<file path="config.mk">
export PLATFORM = sky130hd
export DESIGN_NAME = adtp_ctrl
export DESIGN_NICKNAME = d
export VERILOG_FILES = /design/src/hdl/adtp_coder.v /design/src/hdl/adtp_sync.v /design/src/hdl/adtp_ctrl.v
export VERILOG_INCLUDE_DIRS = /design/src /design/src/hdl
export SDC_FILE = /design/constraint.sdc
export NUM_CORES = 1
export LEC_CHECK = 0
export BUFFER_PORTS_ARGS = -buffer_cell sky130_fd_sc_hd__buf_2
export CAP_MARGIN = 10
export CORE_AREA = 2 2 121 123
export CTS_CLUSTER_DIAMETER = 60
export DETAILED_ROUTE_END_ITERATION = 7
export DIE_AREA = 0 0 123 125
export MAX_ROUTING_LAYER = met4
export PLACE_DENSITY = 0.83
export SYNTH_ARGS = -nofsm -noshare
export SYNTH_HDL_FRONTEND = slang
export SYNTH_HIERARCHICAL = 1
export SYNTH_SLANG_ARGS = --single-unit
</file>
<file path="constraint.sdc">
create_clock -name clk -period 2 [get_ports clk]
set_input_delay 0.2 -clock clk [delete_from_list [all_inputs] [get_ports clk]]
set_output_delay 0.2 -clock clk [all_outputs]
set_load 0.03 [all_outputs]
</file>
<file path="src/hdl/adtp_consts.vh">
`ifndef ADTP_CONSTS_VH
`define ADTP_CONSTS_VH

// bus widths
`define ADTP_DATA_W          16
`define ADTP_ADDR_W          8
`define ADTP_BYTE_W          8

// register offsets
`define ADTP_OFS_PORT_SETUP  8'h00
`define ADTP_OFS_BURST_LAST  8'h02
`define ADTP_OFS_DIE_ID      8'h08
`define ADTP_OFS_OUT_MODE_A  8'h73
`define ADTP_OFS_RATE_MODE   8'h74
`define ADTP_OFS_CLK_STATUS  8'h75
`define ADTP_OFS_PATT_SEL    8'hc0
`define ADTP_OFS_W1_LOW      8'hc2
`define ADTP_OFS_W1_HIGH     8'hc3
`define ADTP_OFS_W2_LOW      8'hc4
`define ADTP_OFS_W2_HIGH     8'hc5

// reset values
`define ADTP_RST_BYTE        8'h00
`define ADTP_RST_WORD        16'h0000

// field positions
`define ADTP_BIT_SOFT_RST    5
`define ADTP_BIT_DLL_SLOW    6
`define ADTP_BIT_DDR_EN      4
`define ADTP_FMT_HI          2
`define ADTP_FMT_LO          0
`define ADTP_OMODE_HI        7
`define ADTP_OMODE_LO        5
`define ADTP_UMODE_HI        7
`define ADTP_UMODE_LO        6
`define ADTP_PCODE_HI        3
`define ADTP_PCODE_LO        0

// output coding select values
`define ADTP_FMT_PIN         3'h0
`define ADTP_FMT_TWOS        3'h1
`define ADTP_FMT_GRAY        3'h2
`define ADTP_FMT_OFFS        3'h4

// coding pin encodings
`define ADTP_PIN_TWOS        2'h0
`define ADTP_PIN_GRAY        2'h1
`define ADTP_PIN_OFFS        2'h2

// user test modes
`define ADTP_UMODE_STATIC    2'h0
`define ADTP_UMODE_ALT       2'h1

// pattern codes
`define ADTP_PC_OFF          4'h0
`define ADTP_PC_MID          4'h1
`define ADTP_PC_POS          4'h2
`define ADTP_PC_NEG          4'h3
`define ADTP_PC_CHECK        4'h4
`define ADTP_PC_ONEZERO      4'h7
`define ADTP_PC_USER         4'h8

// preset words
`define ADTP_W_MID           16'h8000
`define ADTP_W_ONES          16'hffff
`define ADTP_W_ZEROS         16'h0000
`define ADTP_W_CHECK_A       16'haaaa
`define ADTP_W_CHECK_B       16'h5555

// test enable settling stages
`define ADTP_SYNC_STAGES     2

`endif

</file>
<file path="src/hdl/adtp_coder.v">
`timescale 1ns/100ps
`default_nettype none
`include "adtp_consts.vh"

// offset-binary sample recoded to the selected format
module adtp_coder #(
    parameter W = 16
) (
    input  wire [W-1:0] sample_in,
    input  wire [2:0]   fmt_sel,
    input  wire [1:0]   fmt_pin_sel,
    output reg  [W-1:0] coded_out
);

    reg [2:0] fmt_eff;

    always @* begin
        fmt_eff = fmt_sel;
        if (fmt_sel == `ADTP_FMT_PIN) begin
            case (fmt_pin_sel)
                `ADTP_PIN_TWOS: fmt_eff = `ADTP_FMT_TWOS;
                `ADTP_PIN_GRAY: fmt_eff = `ADTP_FMT_GRAY;
                default:        fmt_eff = `ADTP_FMT_OFFS;
            endcase
        end
        case (fmt_eff)
            `ADTP_FMT_TWOS: coded_out = {~sample_in[W-1], sample_in[W-2:0]};
            `ADTP_FMT_GRAY: coded_out = sample_in ^ (sample_in >> 1);
            default:        coded_out = sample_in;
        endcase
    end

endmodule
`default_nettype wire

</file>
<file path="src/hdl/adtp_sync.v">
`timescale 1ns/100ps
`default_nettype none
`include "adtp_consts.vh"

// settling stages for the test selection
module adtp_sync #(
    parameter W      = 6,
    parameter STAGES = 2
) (
    input  wire         clk,
    input  wire         arst_n,
    input  wire         ce,
    input  wire [W-1:0] d_in,
    output wire [W-1:0] q_out
);

    reg [W*STAGES-1:0] pipe_reg;

    always @(posedge clk or negedge arst_n) begin
        if (!arst_n) begin
            pipe_reg <= {(W*STAGES){1'b0}};
        end else if (ce) begin
            pipe_reg <= {pipe_reg[W*(STAGES-1)-1:0], d_in};
        end
    end

    assign q_out = pipe_reg[W*STAGES-1 -: W];

endmodule
`default_nettype wire

</file>
<file path="src/hdl/adtp_ctrl.v">
// How it works
// - one-hot format field: 000 pin, 001 two's, 010 gray, 100 offset binary
// - status bit 6 picks loop range, fast after reset
// - status bit 4 set gives double data rate output
// - alternate mode swaps two words each cycle; static holds one word
// - test selection settles over several sample cycles before output
// - pattern bits 7:6 pick static 00 or alternate 01; others reserved
// - code 0 off, 1 midscale 8000, 2 all ones, 3 all zeros
// - code 4 checkerboard aaaa/5555, code 7 ones/zeros; 5,6 reserved
// - code 8 sends the two custom words as first and second words
// - first custom word: low byte at c2, high byte at c3
// - second custom word: low and high bytes up to c5
// - format and mode selections survive a soft register reset
`timescale 1ns/100ps
`default_nettype none
`include "adtp_consts.vh"

module adtp_ctrl #(
    parameter [7:0] DIE_ID = 8'h5a // arbitrary value
) (
    input  wire                      clk,
    input  wire                      arst_n,
    input  wire                      ce,
    input  wire [`ADTP_ADDR_W-1:0]   reg_addr,
    input  wire [`ADTP_BYTE_W-1:0]   reg_wdata,
    input  wire                      reg_wr,
    input  wire                      reg_rd,
    output reg  [`ADTP_BYTE_W-1:0]   reg_rdata,
    output reg                       reg_rvalid,
    input  wire [1:0]                fmt_pin_sel,
    input  wire [`ADTP_DATA_W-1:0]   sample_in,
    output reg  [`ADTP_DATA_W-1:0]   data_out,
    output reg                       test_active,
    output wire                      ddr_en,
    output wire                      dll_slow,
    output wire [2:0]                out_mode_sel,
    output wire                      lsb_first,
    output wire                      sdo_active,
    output wire [`ADTP_BYTE_W-1:0]   burst_last
);

    localparam DW = `ADTP_DATA_W;

    ////////////////////////////////////////////////////////////////////////
    // register storage

    reg  [7:0]    port_setup_reg;
    reg  [7:0]    burst_last_reg;
    reg  [7:0]    out_mode_a_reg;
    reg  [7:0]    rate_mode_reg;
    reg  [7:0]    clk_status_reg;
    reg  [7:0]    patt_sel_reg;
    reg  [7:0]    w1_low_reg;
    reg  [7:0]    w1_high_reg;
    reg  [7:0]    w2_low_reg;
    reg  [7:0]    w2_high_reg;
    reg           soft_rst_reg;

    wire          wr_port;
    wire          wr_burst;
    wire          wr_omode;
    wire          wr_rate;
    wire          wr_patt;
    wire          wr_w1l;
    wire          wr_w1h;
    wire          wr_w2l;
    wire          wr_w2h;
    wire [7:0]    rate_status_next;

    ////////////////////////////////////////////////////////////////////////
    // address decode

    assign wr_port  = reg_wr && (reg_addr == `ADTP_OFS_PORT_SETUP);
    assign wr_burst = reg_wr && (reg_addr == `ADTP_OFS_BURST_LAST);
    assign wr_omode = reg_wr && (reg_addr == `ADTP_OFS_OUT_MODE_A);
    assign wr_rate  = reg_wr && (reg_addr == `ADTP_OFS_RATE_MODE);
    assign wr_patt  = reg_wr && (reg_addr == `ADTP_OFS_PATT_SEL);
    assign wr_w1l   = reg_wr && (reg_addr == `ADTP_OFS_W1_LOW);
    assign wr_w1h   = reg_wr && (reg_addr == `ADTP_OFS_W1_HIGH);
    assign wr_w2l   = reg_wr && (reg_addr == `ADTP_OFS_W2_LOW);
    assign wr_w2h   = reg_wr && (reg_addr == `ADTP_OFS_W2_HIGH);

    // effective settings follow write ^ stored rate-mode ^ status
    assign rate_status_next = reg_wdata ^ rate_mode_reg ^ clk_status_reg;

    ////////////////////////////////////////////////////////////////////////
    // soft reset pulse, self clearing

    always @(posedge clk or negedge arst_n) begin
        if (!arst_n) begin
            soft_rst_reg <= 1'b0;
        end else if (ce) begin
            soft_rst_reg <= wr_port && reg_wdata[`ADTP_BIT_SOFT_RST];
        end
    end

    ////////////////////////////////////////////////////////////////////////
    // registers cleared by soft reset

    always @(posedge clk or negedge arst_n) begin
        if (!arst_n) begin
            port_setup_reg <= `ADTP_RST_BYTE;
            burst_last_reg <= `ADTP_RST_BYTE;
            patt_sel_reg   <= `ADTP_RST_BYTE;
            w1_low_reg     <= `ADTP_RST_BYTE;
            w1_high_reg    <= `ADTP_RST_BYTE;
            w2_low_reg     <= `ADTP_RST_BYTE;
            w2_high_reg    <= `ADTP_RST_BYTE;
        end else if (ce) begin
            if (soft_rst_reg) begin
                port_setup_reg <= `ADTP_RST_BYTE;
                burst_last_reg <= `ADTP_RST_BYTE;
                patt_sel_reg   <= `ADTP_RST_BYTE;
                w1_low_reg     <= `ADTP_RST_BYTE;
                w1_high_reg    <= `ADTP_RST_BYTE;
                w2_low_reg     <= `ADTP_RST_BYTE;
                w2_high_reg    <= `ADTP_RST_BYTE;
            end else begin
                if (wr_port) begin
                    port_setup_reg <= reg_wdata;
                end
                if (wr_burst) begin
                    burst_last_reg <= reg_wdata;
                end
                if (wr_patt) begin
                    patt_sel_reg <= reg_wdata;
                end
                if (wr_w1l) begin
                    w1_low_reg <= reg_wdata;
                end
                if (wr_w1h) begin
                    w1_high_reg <= reg_wdata;
                end
                if (wr_w2l) begin
                    w2_low_reg <= reg_wdata;
                end
                if (wr_w2h) begin
                    w2_high_reg <= reg_wdata;
                end
            end
        end
    end

    ////////////////////////////////////////////////////////////////////////
    // registers kept across soft reset

    always @(posedge clk or negedge arst_n) begin
        if (!arst_n) begin
            out_mode_a_reg <= `ADTP_RST_BYTE;
            rate_mode_reg  <= `ADTP_RST_BYTE;
            clk_status_reg <= `ADTP_RST_BYTE;
        end else if (ce) begin
            // no soft reset term here
            if (wr_omode) begin
                out_mode_a_reg <= reg_wdata;
            end
            if (wr_rate) begin
                rate_mode_reg  <= reg_wdata;
                clk_status_reg <= rate_status_next;
            end
        end
    end

    assign dll_slow     = clk_status_reg[`ADTP_BIT_DLL_SLOW];
    assign ddr_en       = clk_status_reg[`ADTP_BIT_DDR_EN];
    assign out_mode_sel = out_mode_a_reg[`ADTP_OMODE_HI:`ADTP_OMODE_LO];
    assign sdo_active   = port_setup_reg[7];
    assign lsb_first    = port_setup_reg[6];
    assign burst_last   = burst_last_reg;

    ////////////////////////////////////////////////////////////////////////
    // read port

    reg [7:0] rd_mux;

    always @* begin
        case (reg_addr)
            `ADTP_OFS_PORT_SETUP: rd_mux = port_setup_reg;
            `ADTP_OFS_BURST_LAST: rd_mux = burst_last_reg;
            `ADTP_OFS_DIE_ID:     rd_mux = DIE_ID;
            `ADTP_OFS_OUT_MODE_A: rd_mux = out_mode_a_reg;
            `ADTP_OFS_RATE_MODE:  rd_mux = rate_mode_reg;
            `ADTP_OFS_CLK_STATUS: rd_mux = clk_status_reg;
            `ADTP_OFS_PATT_SEL:   rd_mux = patt_sel_reg;
            `ADTP_OFS_W1_LOW:     rd_mux = w1_low_reg;
            `ADTP_OFS_W1_HIGH:    rd_mux = w1_high_reg;
            `ADTP_OFS_W2_LOW:     rd_mux = w2_low_reg;
            `ADTP_OFS_W2_HIGH:    rd_mux = w2_high_reg;
            default:              rd_mux = `ADTP_RST_BYTE;
        endcase
    end

    always @(posedge clk or negedge arst_n) begin
        if (!arst_n) begin
            reg_rdata  <= `ADTP_RST_BYTE;
            reg_rvalid <= 1'b0;
        end else if (ce) begin
            reg_rvalid <= reg_rd;
            if (reg_rd) begin
                reg_rdata <= rd_mux;
            end
        end
    end

    ////////////////////////////////////////////////////////////////////////
    // test selection settles before use

    wire [5:0] test_sel_raw;
    wire [5:0] test_sel;
    wire [1:0] umode;
    wire [3:0] pcode;

    assign test_sel_raw = {patt_sel_reg[`ADTP_UMODE_HI:`ADTP_UMODE_LO],
                           patt_sel_reg[`ADTP_PCODE_HI:`ADTP_PCODE_LO]};

    adtp_sync #(
        .W      (6),
        .STAGES (`ADTP_SYNC_STAGES)
    ) u_sync (
        .clk    (clk),
        .arst_n (arst_n),
        .ce     (ce),
        .d_in   (test_sel_raw),
        .q_out  (test_sel)
    );

    assign umode = test_sel[5:4];
    assign pcode = test_sel[3:0];

    ////////////////////////////////////////////////////////////////////////
    // pattern word selection

    reg  [DW-1:0] word1;
    reg  [DW-1:0] word2;
    reg           has_word2;
    reg           patt_on;

    always @* begin
        word1     = `ADTP_W_ZEROS;
        word2     = `ADTP_W_ZEROS;
        has_word2 = 1'b0;
        patt_on   = 1'b1;
        case (pcode)
            `ADTP_PC_MID: begin
                word1 = `ADTP_W_MID;
            end
            `ADTP_PC_POS: begin
                word1 = `ADTP_W_ONES;
            end
            `ADTP_PC_NEG: begin
                word1 = `ADTP_W_ZEROS;
            end
            `ADTP_PC_CHECK: begin
                word1     = `ADTP_W_CHECK_A;
                word2     = `ADTP_W_CHECK_B;
                has_word2 = 1'b1;
            end
            `ADTP_PC_ONEZERO: begin
                word1     = `ADTP_W_ONES;
                word2     = `ADTP_W_ZEROS;
                has_word2 = 1'b1;
            end
            `ADTP_PC_USER: begin
                word1     = {w1_high_reg, w1_low_reg};
                word2     = {w2_high_reg, w2_low_reg};
                has_word2 = 1'b1;
            end
            default: begin
                patt_on = 1'b0;
            end
        endcase
    end

    ////////////////////////////////////////////////////////////////////////
    // alternate phase

    reg        phase_reg;
    reg  [5:0] sel_seen_reg;
    wire       alt_run;
    wire       sel_change;

    assign alt_run = patt_on && has_word2 &&
                     (umode == `ADTP_UMODE_ALT);

    // a new selection always opens with the first word
    assign sel_change = (test_sel != sel_seen_reg);

    always @(posedge clk or negedge arst_n) begin
        if (!arst_n) begin
            sel_seen_reg <= 6'h00;
        end else if (ce) begin
            sel_seen_reg <= test_sel;
        end
    end

    always @(posedge clk or negedge arst_n) begin
        if (!arst_n) begin
            phase_reg <= 1'b0;
        end else if (ce) begin
            if (!alt_run) begin
                phase_reg <= 1'b0;
            end else if (sel_change) begin
                phase_reg <= 1'b1;
            end else begin
                phase_reg <= ~phase_reg;
            end
        end
    end

    ////////////////////////////////////////////////////////////////////////
    // sample coding and output bus

    wire [DW-1:0] coded;

    adtp_coder #(
        .W           (DW)
    ) u_coder (
        .sample_in   (sample_in),
        .fmt_sel     (out_mode_a_reg[`ADTP_FMT_HI:`ADTP_FMT_LO]),
        .fmt_pin_sel (fmt_pin_sel),
        .coded_out   (coded)
    );

    always @(posedge clk or negedge arst_n) begin
        if (!arst_n) begin
            data_out    <= `ADTP_RST_WORD;
            test_active <= 1'b0;
        end else if (ce) begin
            test_active <= patt_on;
            if (!patt_on) begin
                data_out <= coded;
            end else if (alt_run && phase_reg && !sel_change) begin
                data_out <= word2;
            end else begin
                data_out <= word1;
            end
        end
    end

endmodule
`default_nettype wire

</file>
==> impl_metrics.csv <==
group,metric,value,unit
timing,fin_crit_sh,0.9355,
timing,period_needed,1.871,ns
outcome,status,"complete, no violations",
global_route,antenna_found_initial,1,
global_route,grt_overflow,0,
timing,relSlewSlack,0.6348,
detailed_routing,vias_per_cell,6.068,
global_route,grtUsageTotal,0.2875,
yosys,yosysTopAreaCell,"dfrtp_1",
power,ir_drop,447.6,µV
place,gp_congestion,1.001,
detailed_routing,drt_first_pass_iters,5,
cts,htree_levels,4,
yosys,seq_area_frac_synth,0.4250,
hold_path,hold_path_depth,2,
yosys,synth-seq-cells,126,
yosys,ys_top_cells_by_area,"dfrtp_1 42%, mux2i_1 6.9%, o22ai_1 4.2%, mux2_2 4.1%, xnor2_1 3.5%",
place,place_hpwl,14490,µm
job,maxCapViolCount,0,
critical_path,crit_slowest_cell,"or4b_4",
cts,tritoncts,"built",
yosys,ys_warn_count,6,
critical_path,critPathLaunchType,"flop",
yosys,syn_nets,781,
die,ios,80,
global_route,grt_pass1_wl,32640,µm
cts,cts_buffer_depth,2,
yosys,syn-instance-count,742,
power,powerDensity,739.0,nW/µm²
layout,fin_nets,866,
critical_path,crit_chain,"or4b_4, o22ai_4, and3_4, buf_12, nand3_1, a41oi_1",
place,dpl-instance-area,8118,µm²
critical_path,r2r_slack,0.13,ns
die,rows,44,
yosys,yosysUniqueCellTypes,72,
detailed_routing,route.final.wire_length,20730,µm
yosys,synth-edff-count,0,
power,p_leak,0.003816,µW
layout,largest_reg_flops,16,
place,portBuffers,79,
yosys,synth_common_cells,"126 x dfrtp_1, 57 x nand2_1, 53 x inv_1, 51 x mux2i_1, 50 x o22ai_1",
cts,clk_pin_slew,0.06,ns
critical_path,critPathLaunch,"u_sync/pipe_reg[11]$_DFFE_PN0P_",
layout,drive_gt1_frac,0.2798,
global_route,grt_max_degree,98,
critical_path,reg2reg_to,"data_out[15]$_DFFE_PN0P_",
critical_path,arrival,2.21,ns
die,start_util,0.5224,
yosys,yosysMostFrequentCell,"dfrtp_1",
timing,setup_violations,0,
timing,tns,0,ns
cts,cts_buffers,17,
critical_path,regToRegStartpoint,"u_sync/pipe_reg[11]$_DFFE_PN0P_",
timing,max_freq,534.5,MHz
detailed_routing,via_count,6220,
layout,area.growth.synth_to_final,18.18,%
die,die_area,15380,µm²
critical_path,slowest_delay,0.50,ns
cts,clock_latency,0.43,ns
layout,final_core_util,0.6173,
die,dieWidth,123,µm
yosys,synth_top_area_share,0.4250,
critical_path,crit_type,"flop to flop",
yosys,async_reset_ff_frac,1.000,
critical_path,path_max_fanout,16,
yosys,syn_area,7420,µm²
hold_path,hold_end,"port_setup_reg[5]$_DFFE_PN0P_",
die,die_h,125,µm
detailed_routing,routedWlPerCell,20.22,µm
timing,hold_viol,0,
hold_path,hold_class,"input pin to flop",
layout,final_area,8768,µm²
critical_path,required,2.34,ns
detailed_routing,drcViolationCount,0,
cts,cts.sinks,126,
yosys,synth_ff_type,"dfrtp_1",
critical_path,ff2ff_path_depth,6,
critical_path,endpoint_kind,"flop",
detailed_routing,final_antenna_net_count,0,
detailed_routing,drt_iter0_markers,596,
yosys,avgSynthCellArea,9.999,µm²
timing,tightest_slew,0.5340,ns
global_route,grt_pass1_vias,6019,
die,coreArea,14200,µm²
cts,cts_root_buf,"clkbuf_16",
timing,skew,0.006443,ns
timing,timing.final.max_slew_violations,0,
layout,fill_cells,1169,
hold_path,hold_start,"ce",
==> critical path, delay by kind of cell, from the launching register on <==
family / cells / cell delay, ns
compound gates: 2 / 0.40
simple gates: 3 / 0.82
flops: 1 / 0.43
buf+inv: 1 / 0.13
==> layout by cell type (no fill, tap or decap), types with 10 or more instances in the layout <==
master,synthesis,final
a21oi_1,21,21
a22oi_1,11,11
a31oi_1,17,17
buf_2,12,77
buf_4,15,48
clkbuf_16,0,17
dfrtp_1,126,125
inv_1,53,53
mux2_2,27,27
mux2_4,10,10
mux2i_1,51,51
nand2_1,57,57
nand3_1,16,15
nor2_1,22,22
nor2b_1,19,19
nor3_1,11,11
o211ai_1,15,15
o211ai_2,10,10
o21ai_0,23,22
o22ai_1,50,50
xnor2_1,30,30
xor2_1,12,12
==> final cells by class <==
class,instances,area [µm²],area share
well taps,184,230.2,0.02626
inverters,54,202.7,0.02312
clock inverters,14,168.9,0.01926
multi-input cells,498,3735,0.4259
flip-flops and latches,126,3154,0.3597
clock buffers,18,439.2,0.05009
diodes,1,2.502,0.0002854
repair buffers,130,835.8,0.09532
==> per-layer routing <==
metal	wire [µm]	GRT usage	vias up	part of all wire
li1	-	-	2873	-
met2	9455	0.4241	266	0.46
met3	1629	0.06661	53	0.079
met4	697	0.1183	0	0.034
met1	8945	0.3827	3028	0.43
met5	0	-	-	0
==> what timing repair did <==
action / 4_1_cts / 5_1_grt
setup endpoints to repair: 0 / 9
resized for setup: 0 / 6
hold buffers: 1 / 0
hold endpoints to repair: 37 / 0
setup buffers: 0 / 1
==> cell families (layout without fill, tap and decap cells) <==
logic type | Yosys count | after routing | share of synthesized area
AOI/OAI and AO/OA | 191 | 191 | 0.1806
and+or+nand+nor | 177 | 177 | 0.1403
DFF | 126 | 126 | 0.4250
buffers and inverters | 118 | 216 | 0.07454
muxes | 88 | 88 | 0.1300
xor gates and xnor gates | 42 | 42 | 0.04958
other | 0 | 1 | 0
==> worst max path at each step <==
stage	end	slack, ns	cells after the start
floorplan	data_out[14]$_DFFE_PN0P_	0.002	8
global placement	reg_rdata[7]$_DFFE_PN0P_	0.02	7
detailed placement	reg_rdata[7]$_DFFE_PN0P_	0.01	7
CTS	data_out[15]$_DFFE_PN0P_	0.06	6
global route	data_out[11]$_DFFE_PN0P_	-0.007	6
finish	data_out[15]$_DFFE_PN0P_	0.13	6
==> report_power, final <==
group / switching, µW / internal (µW)
clock: 1180 / 1990
sequential: 40.6 / 2610
combinational: 431 / 225
==> through the flow <==
step / cells / hold slack [ns] / setup slack, ns / total power, µW
floorplan: 742 / -0.09559 / 0.002304 / 3084
global placement: 990 / 0.2103 / 0.02251 / 3338
detailed placement: 990 / 0.2181 / 0.01085 / 3347
CTS: 1023 / 0.09709 / 0.05548 / 6502
global route: 1025 / 0.1211 / -0.007115 / 6679
finish: 1025 / 0.1084 / 0.1290 / 6480
Note: power is estimated with default switching activity, not from simulation.
